<file path="src/ppa_consts.svh">
/*
 * Command codes, field positions, reset values and bus addresses of the
 * paging, write-protect and addressing command layer.
 * Assumes it is included by bare name from the design module.
 */
`ifndef PPA_CONSTS_SVH
`define PPA_CONSTS_SVH

// ****************************************************************************
// Command codes held in this block
// ****************************************************************************
`define PPA_CMD_PAGE 8'h00
`define PPA_CMD_PAGE_PLUS_WRITE 8'h05
`define PPA_CMD_PAGE_PLUS_READ 8'h06
`define PPA_CMD_WRITE_LOCK 8'h10
`define PPA_CMD_CHAN_CONFIG 8'hd0
`define PPA_CMD_GLOBAL_CONFIG 8'hd1
`define PPA_CMD_DEV_ADDR 8'he6
`define PPA_CMD_RAIL_ADDR 8'hfa

// ****************************************************************************
// Command codes handled downstream and checked against the write lock
// ****************************************************************************
`define PPA_CMD_OPERATION 8'h01
`define PPA_CMD_ON_OFF_CONFIG 8'h02
`define PPA_CMD_CLEAR_FAULTS 8'h03
`define PPA_CMD_STORE_ALL 8'h15
`define PPA_CMD_VOUT_SETPOINT 8'h21
`define PPA_CMD_STATUS_FIRST 8'h78
`define PPA_CMD_STATUS_LAST 8'h80
`define PPA_CMD_NV_UNLOCK 8'hbd
`define PPA_CMD_PEAK_CLEAR 8'he3

// ****************************************************************************
// Register values and fields
// ****************************************************************************
`define PPA_PAGE_CH0 8'h00
`define PPA_PAGE_CH1 8'h01
`define PPA_PAGE_BOTH 8'hff
`define PPA_LOCK_NONE 8'h00
`define PPA_LOCK_LEVEL_20 8'h20
`define PPA_LOCK_LEVEL_40 8'h40
`define PPA_LOCK_LEVEL_80 8'h80
`define PPA_ADDR_DISABLE_BIT 7
`define PPA_ADDR_LOW_WIDTH 4
`define PPA_ADDR_HIGH_WIDTH 3

// ****************************************************************************
// Reset values and global addresses
// ****************************************************************************
`define PPA_RST_PAGE 8'h00
`define PPA_RST_WRITE_LOCK 8'h00
`define PPA_RST_CHAN_CONFIG 8'h1d
`define PPA_RST_GLOBAL_CONFIG 8'h21
`define PPA_RST_DEV_ADDR 8'h4f
`define PPA_RST_RAIL_ADDR 8'h80
`define PPA_GLOBAL_ADDR_A 7'h5a
`define PPA_GLOBAL_ADDR_B 7'h5b

`endif

</file>
<file path="src/ppa_pkg.sv">
/*
 * Types shared by the paging, write-protect and addressing command layer.
 */
package ppa_pkg;

  typedef logic [7:0] ppa_byte_t;

  typedef logic [1:0] ppa_chan_mask_t;

  // Kind of packet seen at the command layer.
  typedef enum logic [1:0] {
    PPA_KIND_PLAIN = 2'b00,
    PPA_KIND_PP_WRITE = 2'b01,
    PPA_KIND_PP_READ = 2'b10
  } ppa_kind_t;

endpackage : ppa_pkg

</file>
<file path="src/ppa_top.sv">
/*
 * Command layer of a dual-channel power controller's management port: channel
 * paging, page-plus write and read, write-lock levels, write-protect pin gating,
 * device, global and rail bus addresses, and rail-read contention.
 * Assumes a protocol layer that delivers each decoded packet as a one-cycle request
 * and turns the registered answer into ACK/NACK and read bytes, and an NV loader
 * that pulses nv_load once after reset with the stored values.
 */
`timescale 1ns/1ps

`include "ppa_consts.svh"

module ppa_top
  import ppa_pkg::*;
(
  input wire logic sys_clk, // 20 MHz clock
  input wire logic rst, // Synchronous reset, active high
  input wire logic nv_load, // Pulse: load stored values below
  input wire logic [7:0] nv_write_lock, // Stored write-lock level
  input wire logic [7:0] nv_chan_cfg0, // Stored channel 0 config
  input wire logic [7:0] nv_chan_cfg1, // Stored channel 1 config
  input wire logic [7:0] nv_global_cfg, // Stored global config
  input wire logic [7:0] nv_dev_addr, // Stored device address
  input wire logic [7:0] nv_rail0, // Stored channel 0 rail address
  input wire logic [7:0] nv_rail1, // Stored channel 1 rail address
  input wire logic addr_select_low_open, // Low select pin left open
  input wire logic [3:0] addr_select_low_val, // Low select pin decoded value
  input wire logic addr_select_high_open, // High select pin left open
  input wire logic [2:0] addr_select_high_val, // High select pin decoded value
  input wire logic wp_pin, // Write-protect pin, high protects
  input wire logic req_valid, // Pulse: one decoded packet
  input wire logic [6:0] req_addr, // Slave address of the packet
  input wire logic req_read, // Plain packet is a read
  input wire logic [7:0] req_code, // Outer command code
  input wire logic [7:0] req_pp_page, // Page byte of a page-plus packet
  input wire logic [7:0] req_pp_code, // Inner code of a page-plus packet
  input wire logic [7:0] req_wdata, // Write data byte
  input wire logic rail_contention, // Pulse: read byte differed on the bus
  input wire logic [7:0] ext_rdata0, // Downstream read data, channel 0
  input wire logic [7:0] ext_rdata1, // Downstream read data, channel 1
  output logic rsp_valid, // Pulse: answer to the last request
  output logic rsp_ack, // Packet accepted
  output logic [7:0] rsp_rdata, // Read data byte
  output logic [1:0] fwd_wr_en, // Pulse: per-channel downstream write
  output logic [7:0] fwd_code, // Downstream command code
  output logic [7:0] fwd_data, // Downstream write data
  output logic [1:0] fwd_rd_sel, // Channel read, for the downstream mux
  output logic cml_fault, // Pulse: communication fault
  output logic [7:0] page_out, // Current page selector
  output logic [7:0] global_cfg_out, // Current global config bits
  output logic [6:0] effective_addr, // Effective individual address
  output logic wp_status // Pin state for the common status byte
);

  // **************************************************************************
  // Registers
  // **************************************************************************
  ppa_byte_t page;
  ppa_byte_t write_lock;
  ppa_byte_t global_cfg;
  ppa_byte_t dev_addr;
  ppa_byte_t chan_cfg [2];
  ppa_byte_t rail_addr [2];
  logic rail_read_open;

  // **************************************************************************
  // Command classification
  // **************************************************************************
  function automatic logic is_status(input ppa_byte_t c);
    is_status = (c >= `PPA_CMD_STATUS_FIRST) && (c <= `PPA_CMD_STATUS_LAST);
  endfunction : is_status

  function automatic logic is_paged(input ppa_byte_t c);
    is_paged = (c == `PPA_CMD_OPERATION) || (c == `PPA_CMD_ON_OFF_CONFIG) ||
               (c == `PPA_CMD_VOUT_SETPOINT) || (c == `PPA_CMD_CHAN_CONFIG) ||
               (c == `PPA_CMD_RAIL_ADDR) || is_status(c);
  endfunction : is_paged

  // Write permission from the lock level and the protect pin.
  function automatic logic write_allowed(input ppa_byte_t c, input ppa_byte_t lvl,
                                         input logic pin);
    logic base;
    logic mid;
    logic low;
    logic lvl_ok;
    logic pin_ok;
    base = (c == `PPA_CMD_WRITE_LOCK) || (c == `PPA_CMD_PAGE) ||
           (c == `PPA_CMD_NV_UNLOCK) || (c == `PPA_CMD_STORE_ALL);
    mid = base || (c == `PPA_CMD_PEAK_CLEAR) || (c == `PPA_CMD_OPERATION) ||
          (c == `PPA_CMD_CLEAR_FAULTS) || is_status(c);
    low = mid || (c == `PPA_CMD_ON_OFF_CONFIG) || (c == `PPA_CMD_VOUT_SETPOINT);
    case (lvl)
      `PPA_LOCK_NONE: lvl_ok = 1'b1;
      `PPA_LOCK_LEVEL_80: lvl_ok = base;
      `PPA_LOCK_LEVEL_40: lvl_ok = mid;
      `PPA_LOCK_LEVEL_20: lvl_ok = low;
      default: lvl_ok = base;
    endcase
    pin_ok = (c == `PPA_CMD_PAGE) || (c == `PPA_CMD_OPERATION) ||
             (c == `PPA_CMD_PEAK_CLEAR) || (c == `PPA_CMD_NV_UNLOCK) ||
             (c == `PPA_CMD_WRITE_LOCK) || (c == `PPA_CMD_CLEAR_FAULTS) ||
             is_status(c);
    write_allowed = lvl_ok && (!pin || pin_ok);
  endfunction : write_allowed

  // **************************************************************************
  // Address decode
  // **************************************************************************
  logic dev_hit;
  logic glob_hit;
  logic [1:0] rail_hit;
  logic addr_hit;

  always_comb begin
    effective_addr[3:0] = addr_select_low_open ? dev_addr[3:0] : addr_select_low_val;
    effective_addr[6:4] = addr_select_high_open ? dev_addr[6:4] : addr_select_high_val;
  end // both open gives the stored value unchanged.

  assign dev_hit = !dev_addr[`PPA_ADDR_DISABLE_BIT] && (req_addr == effective_addr);
  assign glob_hit = (req_addr == `PPA_GLOBAL_ADDR_A) || (req_addr == `PPA_GLOBAL_ADDR_B);

  genvar gi;
  generate
    for (gi = 0; gi < 2; gi++) begin : g_rail
      assign rail_hit[gi] = !rail_addr[gi][`PPA_ADDR_DISABLE_BIT] &&
                            (req_addr == rail_addr[gi][6:0]);
    end
  endgenerate

  assign addr_hit = dev_hit || glob_hit || (|rail_hit);
  assign wp_status = wp_pin;

  // **************************************************************************
  // Request decode
  // **************************************************************************
  ppa_kind_t kind;
  ppa_byte_t tcode;
  ppa_byte_t sel_page;
  ppa_chan_mask_t mask;
  logic is_rd;
  logic nested;
  logic bad_page;
  logic bad_value;
  logic allowed;
  logic accept;
  logic refuse;
  logic local_cmd;
  logic rd_ch1;
  ppa_byte_t rd_byte;

  always_comb begin
    case (req_code)
      `PPA_CMD_PAGE_PLUS_WRITE: kind = PPA_KIND_PP_WRITE;
      `PPA_CMD_PAGE_PLUS_READ: kind = PPA_KIND_PP_READ;
      default: kind = PPA_KIND_PLAIN;
    endcase
  end

  always_comb begin
    tcode = (kind == PPA_KIND_PLAIN) ? req_code : req_pp_code;
    sel_page = (kind == PPA_KIND_PLAIN) ? page : req_pp_page;
    is_rd = (kind == PPA_KIND_PP_READ) || ((kind == PPA_KIND_PLAIN) && req_read);
    nested = (kind != PPA_KIND_PLAIN) && ((req_pp_code == `PPA_CMD_PAGE_PLUS_WRITE) ||
                                          (req_pp_code == `PPA_CMD_PAGE_PLUS_READ));
    if (|rail_hit && !dev_hit && !glob_hit) begin
      mask = rail_hit;
    end else begin
      case (sel_page)
        `PPA_PAGE_CH0: mask = 2'b01;
        `PPA_PAGE_CH1: mask = 2'b10;
        `PPA_PAGE_BOTH: mask = 2'b11;
        default: mask = 2'b00;
      endcase
    end
    // A non-paged target is never refused for a bad page byte; the page still picks the read channel.
    bad_page = is_paged(tcode) && (mask == 2'b00);
    bad_value = 1'b0;
    if (!is_rd && (tcode == `PPA_CMD_PAGE)) begin
      bad_value = (req_wdata != `PPA_PAGE_CH0) && (req_wdata != `PPA_PAGE_CH1) &&
                  (req_wdata != `PPA_PAGE_BOTH);
    end else if (!is_rd && (tcode == `PPA_CMD_WRITE_LOCK)) begin
      bad_value = (req_wdata != `PPA_LOCK_NONE) && (req_wdata != `PPA_LOCK_LEVEL_20) &&
                  (req_wdata != `PPA_LOCK_LEVEL_40) && (req_wdata != `PPA_LOCK_LEVEL_80);
    end
    allowed = is_rd || write_allowed(tcode, write_lock, wp_pin);
    accept = req_valid && addr_hit && !nested && !bad_page && !bad_value && allowed;
    refuse = req_valid && addr_hit && !accept;
    local_cmd = (tcode == `PPA_CMD_PAGE) || (tcode == `PPA_CMD_WRITE_LOCK) ||
                (tcode == `PPA_CMD_CHAN_CONFIG) || (tcode == `PPA_CMD_GLOBAL_CONFIG) ||
                (tcode == `PPA_CMD_DEV_ADDR) || (tcode == `PPA_CMD_RAIL_ADDR);
    // Reads with both pages selected come from channel 0.
    rd_ch1 = (mask == 2'b10);
    case (tcode)
      `PPA_CMD_PAGE: rd_byte = page;
      `PPA_CMD_WRITE_LOCK: rd_byte = write_lock;
      `PPA_CMD_CHAN_CONFIG: rd_byte = chan_cfg[rd_ch1];
      `PPA_CMD_GLOBAL_CONFIG: rd_byte = global_cfg;
      `PPA_CMD_DEV_ADDR: rd_byte = dev_addr;
      `PPA_CMD_RAIL_ADDR: rd_byte = rail_addr[rd_ch1];
      default: rd_byte = rd_ch1 ? ext_rdata1 : ext_rdata0;
    endcase
  end

  assign fwd_rd_sel = rd_ch1 ? 2'b10 : 2'b01;

  // **************************************************************************
  // Stored registers
  // **************************************************************************
  logic do_write;
  assign do_write = accept && !is_rd;

  always_ff @(posedge sys_clk) begin
    if (rst) begin
      page <= `PPA_RST_PAGE;
    end else if (do_write && (tcode == `PPA_CMD_PAGE)) begin
      page <= req_wdata;
    end
  end

  always_ff @(posedge sys_clk) begin
    if (rst) begin
      write_lock <= `PPA_RST_WRITE_LOCK;
      global_cfg <= `PPA_RST_GLOBAL_CONFIG;
      dev_addr <= `PPA_RST_DEV_ADDR;
    end else if (nv_load) begin
      write_lock <= nv_write_lock;
      global_cfg <= nv_global_cfg;
      dev_addr <= nv_dev_addr;
    end else if (do_write) begin
      case (tcode)
        `PPA_CMD_WRITE_LOCK: write_lock <= req_wdata;
        `PPA_CMD_GLOBAL_CONFIG: global_cfg <= req_wdata;
        `PPA_CMD_DEV_ADDR: dev_addr <= req_wdata;
        default: dev_addr <= dev_addr;
      endcase
    end
  end

  always_ff @(posedge sys_clk) begin
    if (rst) begin
      for (int i = 0; i < 2; i++) begin
        chan_cfg[i] <= `PPA_RST_CHAN_CONFIG;
        rail_addr[i] <= `PPA_RST_RAIL_ADDR;
      end
    end else if (nv_load) begin
      chan_cfg[0] <= nv_chan_cfg0;
      chan_cfg[1] <= nv_chan_cfg1;
      rail_addr[0] <= nv_rail0;
      rail_addr[1] <= nv_rail1;
    end else if (do_write) begin
      for (int i = 0; i < 2; i++) begin
        if (mask[i] && (tcode == `PPA_CMD_CHAN_CONFIG)) begin
          chan_cfg[i] <= req_wdata;
        end
        if (mask[i] && (tcode == `PPA_CMD_RAIL_ADDR)) begin
          rail_addr[i] <= req_wdata;
        end
      end
    end
  end

  // **************************************************************************
  // Answer and downstream write
  // **************************************************************************
  always_ff @(posedge sys_clk) begin
    if (rst) begin
      rsp_valid <= 1'b0;
      rsp_ack <= 1'b0;
      rsp_rdata <= 8'h00;
    end else begin
      rsp_valid <= req_valid;
      if (req_valid) begin
        rsp_ack <= accept;
        rsp_rdata <= (accept && is_rd) ? rd_byte : 8'h00;
      end
    end
  end

  always_ff @(posedge sys_clk) begin
    if (rst) begin
      fwd_wr_en <= 2'b00;
      fwd_code <= 8'h00;
      fwd_data <= 8'h00;
    end else begin
      fwd_wr_en <= 2'b00;
      if (do_write && !local_cmd) begin
        fwd_wr_en <= is_paged(tcode) ? mask : 2'b11;
        fwd_code <= tcode;
        fwd_data <= req_wdata;
      end
    end
  end

  // **************************************************************************
  // Communication fault and rail contention
  // **************************************************************************
  always_ff @(posedge sys_clk) begin
    if (rst) begin
      rail_read_open <= 1'b0;
    end else if (req_valid) begin
      rail_read_open <= accept && is_rd && (|rail_hit) && !dev_hit && !glob_hit;
    end
  end

  always_ff @(posedge sys_clk) begin
    if (rst) begin
      cml_fault <= 1'b0;
    end else begin
      cml_fault <= refuse || (rail_read_open && rail_contention && !req_valid);
    end
  end

  assign page_out = page;
  assign global_cfg_out = global_cfg;

endmodule : ppa_top

</file>
<file path="config.mk">
export PLATFORM = sky130hd
export DESIGN_NAME = ppa_top
export DESIGN_NICKNAME = d
export VERILOG_FILES = /design/src/ppa_pkg.sv /design/src/ppa_top.sv
export VERILOG_INCLUDE_DIRS = /design/src /design/src/src
export SDC_FILE = /design/constraint.sdc
export NUM_CORES = 1
export LEC_CHECK = 0
export BUFFER_PORTS_ARGS = -buffer_cell sky130_fd_sc_hd__buf_4
export CORE_MARGIN = 8
export CORE_UTILIZATION = 45
export DETAILED_ROUTE_END_ITERATION = 10
export GPL_TIMING_DRIVEN = 1
export HOLD_SLACK_MARGIN = 0.02
export PLACE_DENSITY_LB_ADDON = 0.08
export SLEW_MARGIN = 20
export SYNTH_ARGS = -nofsm -noshare
export SYNTH_HDL_FRONTEND = slang
export SYNTH_SLANG_ARGS = --single-unit
</file>
<file path="constraint.sdc">
create_clock -name sys_clk -period 8.95 [get_ports sys_clk]
set_input_delay 0.895 -clock sys_clk [delete_from_list [all_inputs] [get_ports sys_clk]]
set_output_delay 0.895 -clock sys_clk [all_outputs]
set_load 0.01 [all_outputs]
</file>
==> results of run 1 <==
-- state kept, by name, indices dropped and copies added, names as in the netlist, 2 cells and up --
signal,count
rail_addr,16
dev_addr,8
fwd_wr_en,2
chan_cfg,16
rsp_rdata,8
global_cfg_out,8
fwd_code,8
page_out,8
fwd_data,8
write_lock,8
-- area by class of cell --
class	count	area, um^2
clock buffers	11	242.7
clock inverters	5	65.06
fillers	1215	5456
inverters	8	30.03
multi-input cells	497	3565
flip-flops and latches	94	2202
well taps	176	220.2
repair buffers	185	1409
-- cells by family (layout without fill, tap and decap cells) --
family | after synthesis | in the layout | share of synthesized area
multiplexers | 55 | 55 | 0.09237
adder cells (fa/ha/maj) | 1 | 1 | 0.001650
AO/OA/AOI/OAI | 134 | 134 | 0.1969
flip-flops | 94 | 94 | 0.3629
XOR/XNOR | 23 | 23 | 0.03320
AND/OR/NAND/NOR | 284 | 284 | 0.2612
buffers and inverters | 57 | 209 | 0.05175
-- through the flow --
step,instances,utilization
after floorplan,648,-
after global placement,959,0.5608
after detailed placement,959,0.5609
after CTS,975,0.5842
after global routing,976,0.5863
final,976,0.5863
-- worst max path at each step --
stage                           start  cells past startpoint                        end
after floorplan           req_code[6]                      9  rail_addr[0][0]$_DFFE_PP_
after global placement    req_code[0]                      9  rail_addr[0][2]$_DFFE_PP_
after detailed placement  req_code[0]                      9  rail_addr[1][4]$_DFFE_PP_
after CTS                 req_code[0]                      9  rail_addr[1][4]$_DFFE_PP_
after global routing      req_code[0]                      9  rail_addr[0][2]$_DFFE_PP_
final                     req_code[0]                      9  rail_addr[0][2]$_DFFE_PP_
-- worst min-delay path: cells and delay by family, from the launching register on --
| family | cells | cell delay [ns] |
|---|---|---|
| AND/OR/NAND/NOR | 1 | 0.07 |
| flip-flops | 1 | 0.32 |
| AO/OA/AOI/OAI | 1 | 0.06 |
-- power groups by stage --
stage / sequential, mW / clock (mW) / combinational (mW)
final: 0.478 / 0.398 / 0.177
after global routing: 0.479 / 0.420 / 0.191
after CTS: 0.477 / 0.400 / 0.176
after detailed placement: 0.487 / 0 / 0.175
after global placement: 0.486 / 0 / 0.174
after floorplan: 0.481 / 0 / 0.0907
-- cell usage in the layout (no fill, tap or decap), types with 6 or more instances in the layout --
cell,instances
a21o_1,10
nor2b_1,23
mux2i_1,47
a221oi_1,8
buf_4,184
a211oi_1,12
o221a_2,8
mux2_2,8
nand3_1,9
clkbuf_16,9
o21ai_0,9
nor3_1,29
nor2_1,66
edfxtp_1,32
nand4_1,9
or4_1,6
a211oi_2,9
inv_1,8
o22ai_1,8
nor4_1,18
xor2_1,22
a221o_1,8
nand2_1,75
dfxtp_1,62
a21oi_1,13
-- metal layers --
metal,vias to the layer above,routed length [um]
met1,2821,9927
li1,2736,-
met4,0,438
met3,33,1553
met2,260,9866
met5,-,0
==> results.py, run 1 <==
metrics = {
    "route": {
        "wl_per_cell_um": 22.32,
        "drtIter0Drc": 541,
        "antenna_left": 0,
        "drt-total-wl_mm": 21.79,
        "drc": 0,
        "viasPerCell": 5.994,
        "vias": 5850,
        "firstDrtPassIters": 5,
    },
    "place": {
        "dp_hpwl_mm": 17.16,
        "portBuffers": 181,
        "gp_congestion": 0.9327,
        "pre_cts_ws_ns": 3.652,
        "post_dp_cell_area_um2": 7398,
    },
    "timing": {
        "clock-skew-final_ns": 0.007550,
        "hold_slack_ns": 0.4878,
        "slew_viol_final": 0,
        "tightest_slew_ns": 1.057,
        "finalHoldViolCount": 0,
        "worst_slack_ns": 4.215,
        "post-route-period-util": 0.5291,
        "setup_tns_ns": 0,
        "rsz0062_at_grt": "no",
        "min_period_ns": 4.735,
        "max-slew-margin-rel": 0.2901,
        "setup_viol": 0,
        "fmax_ghz": 0.2112,
    },
    "cts": {
        "clock_tree.root_cell": "clkbuf_16",
        "cts_buffers": 9,
        "clock-sinks": 94,
        "htree_levels": 3,
        "cts_hold_buffers": 0,
        "cts.clk_slew.worst_paths_ns": 0.07,
        "clk_latency_ns": 0.35,
        "cts_resized": 0,
        "cts_tree": "done",
        "max-clock-path-buffers": 2,
        "post-cts-setup-buffers": 0,
    },
    "min_path": {
        "worstHoldPathType": "flip-flop to flip-flop",
        "min_from": "rsp_ack$_SDFFE_PP0P_",
        "whs_path_depth": 2,
        "min_to": "rsp_ack$_SDFFE_PP0P_",
    },
    "floorplanning": {
        "dieArea_um2": 17460,
        "fp.dieW_um": 132.1,
        "die_h_um": 132.1,
        "core_area_um2": 13190,
        "rows": 42,
        "start_util": 0.4601,
        "ioPinCount": 182,
    },
    "synthesis": {
        "synth_top_area_frac": 0.2045,
        "synth_top_flop_cell": "dfxtp_1",
        "yosysSeqAreaShare": 0.3629,
        "ys_warn_count": 0,
        "yosysTopAreaCell": "dfxtp_1",
        "yosysMostFrequentCell": "nand2_1",
        "postSynth.asyncResetShare": 0,
        "synth.area.top_cells": "dfxtp_1 20%, edfxtp_1 16%, mux2i_1 7.8%",
        "synth_commonest_cells": "75 x nand2_1, 66 x nor2_1, 62 x dfxtp_1, 47 x mux2i_1, 32 x edfxtp_1",
        "synth-seq-cells": 94,
        "syn_inst": 648,
        "synth_edf_count": 32,
        "synth_nets": 775,
        "synth_area_per_cell_um2": 9.365,
        "ys_types": 80,
        "synth_area_um2": 6068,
    },
    "setup_path": {
        "r2r_cells": 8,
        "path_buf_inv": 1,
        "cp_slowest_cell": "xor2_1",
        "start_kind": "input port",
        "crit_chain": "buf_4, xor2_1, a31oi_2, a2111oi_0, a211oi_2, a2bb2oi_1, nor3_1, or3_1, o21ai_1",
        "end_kind": "flip-flop",
        "critPathTopFamily": "compound AO/OA/AOI/OAI gates",
        "reg2reg_to": "rail_addr[0][2]$_DFFE_PP_",
        "crit_type": "input port to flip-flop",
        "crit_required_ns": 8.93,
        "reg2reg_from": "dev_addr[0]$_SDFFE_PP1P_",
        "max_stage_delay_ns": 0.77,
        "r2r_setup_slack_ns": 5.24,
        "cp_max_fo": 13,
        "worstPathArrival_ns": 4.72,
    },
    "final_layout": {
        "antenna-diode-count": 0,
        "nets": 922,
        "stdcell_area_um2": 7734,
        "syn2layout_area_growth_pct": 27.44,
        "drive_gt1_frac": 0.3350,
    },
    "power": {
        "seqPwrFrac": 0.454,
        "p_int_mw": 0.7694,
        "ir_drop_v": 0.00009566,
        "clockPowerShare": 0.378,
        "power_density_nw_per_um2": 136.1,
        "power_switching_mw": 0.2831,
        "p_leak_nw": 3.214,
        "sw_frac_of_total": 0.2690,
        "power_mw": 1.053,
        "p_comb_frac": 0.168,
    },
    "status": {
        "status": "completed",
    },
    "global_route": {
        "grt_pass1_wl_mm": 33.87,
        "grt.busiest_layer": "met2",
        "grt_usage": 0.2448,
        "grt_max_degree": 65,
        "met2_usage": 0.3839,
        "grt_pass1_vias": 5847,
        "use_met1": 0.3279,
        "grt_overflow_total": 0,
        "antenna_found_initial": 0,
        "grt_use_met3": 0.06021,
    },
    "run": {
        "cap_violations": 0,
    },
}
Power figures use the tool's default switching activity.
==> run 2, diff against run 1 <==
clock period = 4.58 ns   (was 8.95 ns; I/O delays follow)
==> results.py, run 2 (same netlist as run 1, synthesis figures left out) <==
metrics = {
    "status": {
        "status": "completed",
    },
    "route": {
        "wl_per_cell_um": 22.31,
        "antenna_left": 0,
        "drc": 0,
        "viasPerCell": 5.929,
        "firstDrtPassIters": 5,
        "drt-total-wl_mm": 22.02,
        "vias": 5852,
        "drtIter0Drc": 607,
    },
    "setup_path": {
        "r2r_cells": 9,
        "reg2reg_from": "page_out[4]$_SDFFE_PP0P_",
        "cp_max_fo": 12,
        "worstPathArrival_ns": 4.01,
        "end_kind": "flip-flop",
        "r2r_setup_slack_ns": 1.07,
        "crit_required_ns": 4.83,
        "reg2reg_to": "global_cfg_out[7]$_SDFFE_PP0P_",
        "start_kind": "input port",
        "crit_start": "req_code[7]",
        "crit_type": "input port to flip-flop",
        "cp-endpoint": "global_cfg_out[7]$_SDFFE_PP0P_",
    },
    "global_route": {
        "antenna_found_initial": 0,
        "grt_max_degree": 65,
        "grt_pass1_wl_mm": 34.53,
        "grt_pass1_vias": 5999,
        "grt_overflow_total": 0,
        "grt_usage": 0.2500,
    },
    "cts": {
        "cts.clk_slew.worst_paths_ns": 0.06,
        "htree_levels": 3,
        "cts_buffers": 9,
        "cts_resized": 0,
        "clock-sinks": 94,
        "cts_tree": "done",
        "post-cts-setup-buffers": 0,
        "clock_tree.root_cell": "clkbuf_16",
        "cts_hold_buffers": 0,
        "clk_latency_ns": 0.36,
        "max-clock-path-buffers": 2,
    },
    "final_layout": {
        "final_cell_mix": "196 x buf_4, 75 x nand2_1, 66 x nor2_1",
        "largestRegisters": "chan_cfg x16, rail_addr x16",
        "stdcell_area_um2": 7807,
        "nFillCells": 1185,
        "drive_gt1_frac": 0.3428,
        "nets": 933,
        "final_cells": 987,
        "syn2layout_area_growth_pct": 28.66,
        "final_common_cell": "buf_4",
        "antenna-diode-count": 0,
    },
    "floorplanning": {
        "core_area_um2": 13190,
        "ioPinCount": 182,
        "die_h_um": 132.1,
        "dieArea_um2": 17460,
        "rows": 42,
        "fp.dieW_um": 132.1,
        "start_util": 0.4601,
    },
    "timing": {
        "min_period_ns": 3.754,
        "post-route-period-util": 0.8197,
        "finalHoldViolCount": 0,
        "fmax_ghz": 0.2664,
        "worst_slack_ns": 0.8256,
        "rsz0062_at_grt": "no",
        "setup_tns_ns": 0,
        "max-slew-margin-rel": 0.3602,
        "setup_viol": 0,
        "clock-skew-final_ns": 0.01327,
        "slew_viol_final": 0,
        "tightest_slew_ns": 0.9518,
    },
    "power": {
        "sw_frac_of_total": 0.2653,
        "power_switching_mw": 0.5571,
        "p_comb_frac": 0.167,
        "seqPwrFrac": 0.444,
        "power_density_nw_per_um2": 268.9,
        "p_leak_nw": 3.266,
        "p_int_mw": 1.543,
        "power_mw": 2.100,
        "clockPowerShare": 0.389,
        "ir_drop_v": 0.0002442,
    },
    "place": {
        "portBuffers": 181,
        "dp_hpwl_mm": 17.15,
        "dp_cells": 971,
        "gp_congestion": 0.9560,
        "pre_cts_ws_ns": 0.4969,
        "post_dp_cell_area_um2": 7487,
    },
    "min_path": {
        "worstHoldPathType": "input port to flip-flop",
    },
    "run": {
        "cap_violations": 0,
    },
}
[run 2: layout make-up]
cell class,count,area [um^2],share of cell area
Multi-Input combinational cell,497,3563,0.4564
Sequential cell,94,2202,0.2821
Timing Repair Buffer,196,1471,0.1885
Clock buffer,9,225.2,0.02885
Tap cell,176,220.2,0.02821
Clock inverter,7,95.09,0.01218
Inverter,8,30.03,0.003846
[run 2: per-layer routing]
| metal | GRT usage | up-vias | part of all wire |
|---|---|---|---|
| met4 | 0.06701 | 0 | 0.019 |
| met2 | 0.3845 | 288 | 0.45 |
| met3 | 0.06174 | 30 | 0.082 |
| met1 | 0.3402 | 2782 | 0.45 |
| li1 | - | 2752 | - |
| met5 | 0 | - | 0 |
[run 2: worst max-delay path: stages]
cell       delay, ns
buf_4           0.15
or4b_4          0.58
o31ai_2         0.45
a2111oi_0       0.18
a211oi_2        0.32
a211oi_2        0.19
nor4_2          0.53
and3_1          0.65
nor3_1          0.16
a2111oi_4       0.33
[run 2: worst min-delay path by stage]
stage,from,to,slack (ns),cells after the start
final,nv_dev_addr[0],dev_addr[0]$_SDFFE_PP1P_,0.32,2
after global placement,fwd_data[7]$_SDFFE_PP0P_,fwd_data[7]$_SDFFE_PP0P_,0.48,2
after detailed placement,write_lock[2]$_SDFFE_PP0P_,write_lock[2]$_SDFFE_PP0P_,0.49,2
after CTS,nv_dev_addr[0],dev_addr[0]$_SDFFE_PP1P_,0.32,2
after global routing,nv_dev_addr[0],dev_addr[0]$_SDFFE_PP1P_,0.33,2
after floorplan,write_lock[3]$_SDFFE_PP0P_,write_lock[3]$_SDFFE_PP0P_,0.46,2
[run 2: power groups by stage]
stage / Combinational, mW / Sequential, mW / Clock [mW]
after global routing: 0.379 / 0.936 / 0.858
after global placement: 0.344 / 0.949 / 0
after floorplan: 0.177 / 0.940 / 0
final: 0.350 / 0.933 / 0.817
after CTS: 0.348 / 0.932 / 0.825
after detailed placement: 0.346 / 0.950 / 0
[run 2: stage by stage]
stage / util / hold WS [ns]
final: 0.5919 / 0.3246
after global routing: 0.5919 / 0.3267
after CTS: 0.5919 / 0.3167
after detailed placement: 0.5676 / 0.4855
after global placement: 0.5676 / 0.4754
after floorplan: - / 0.4606
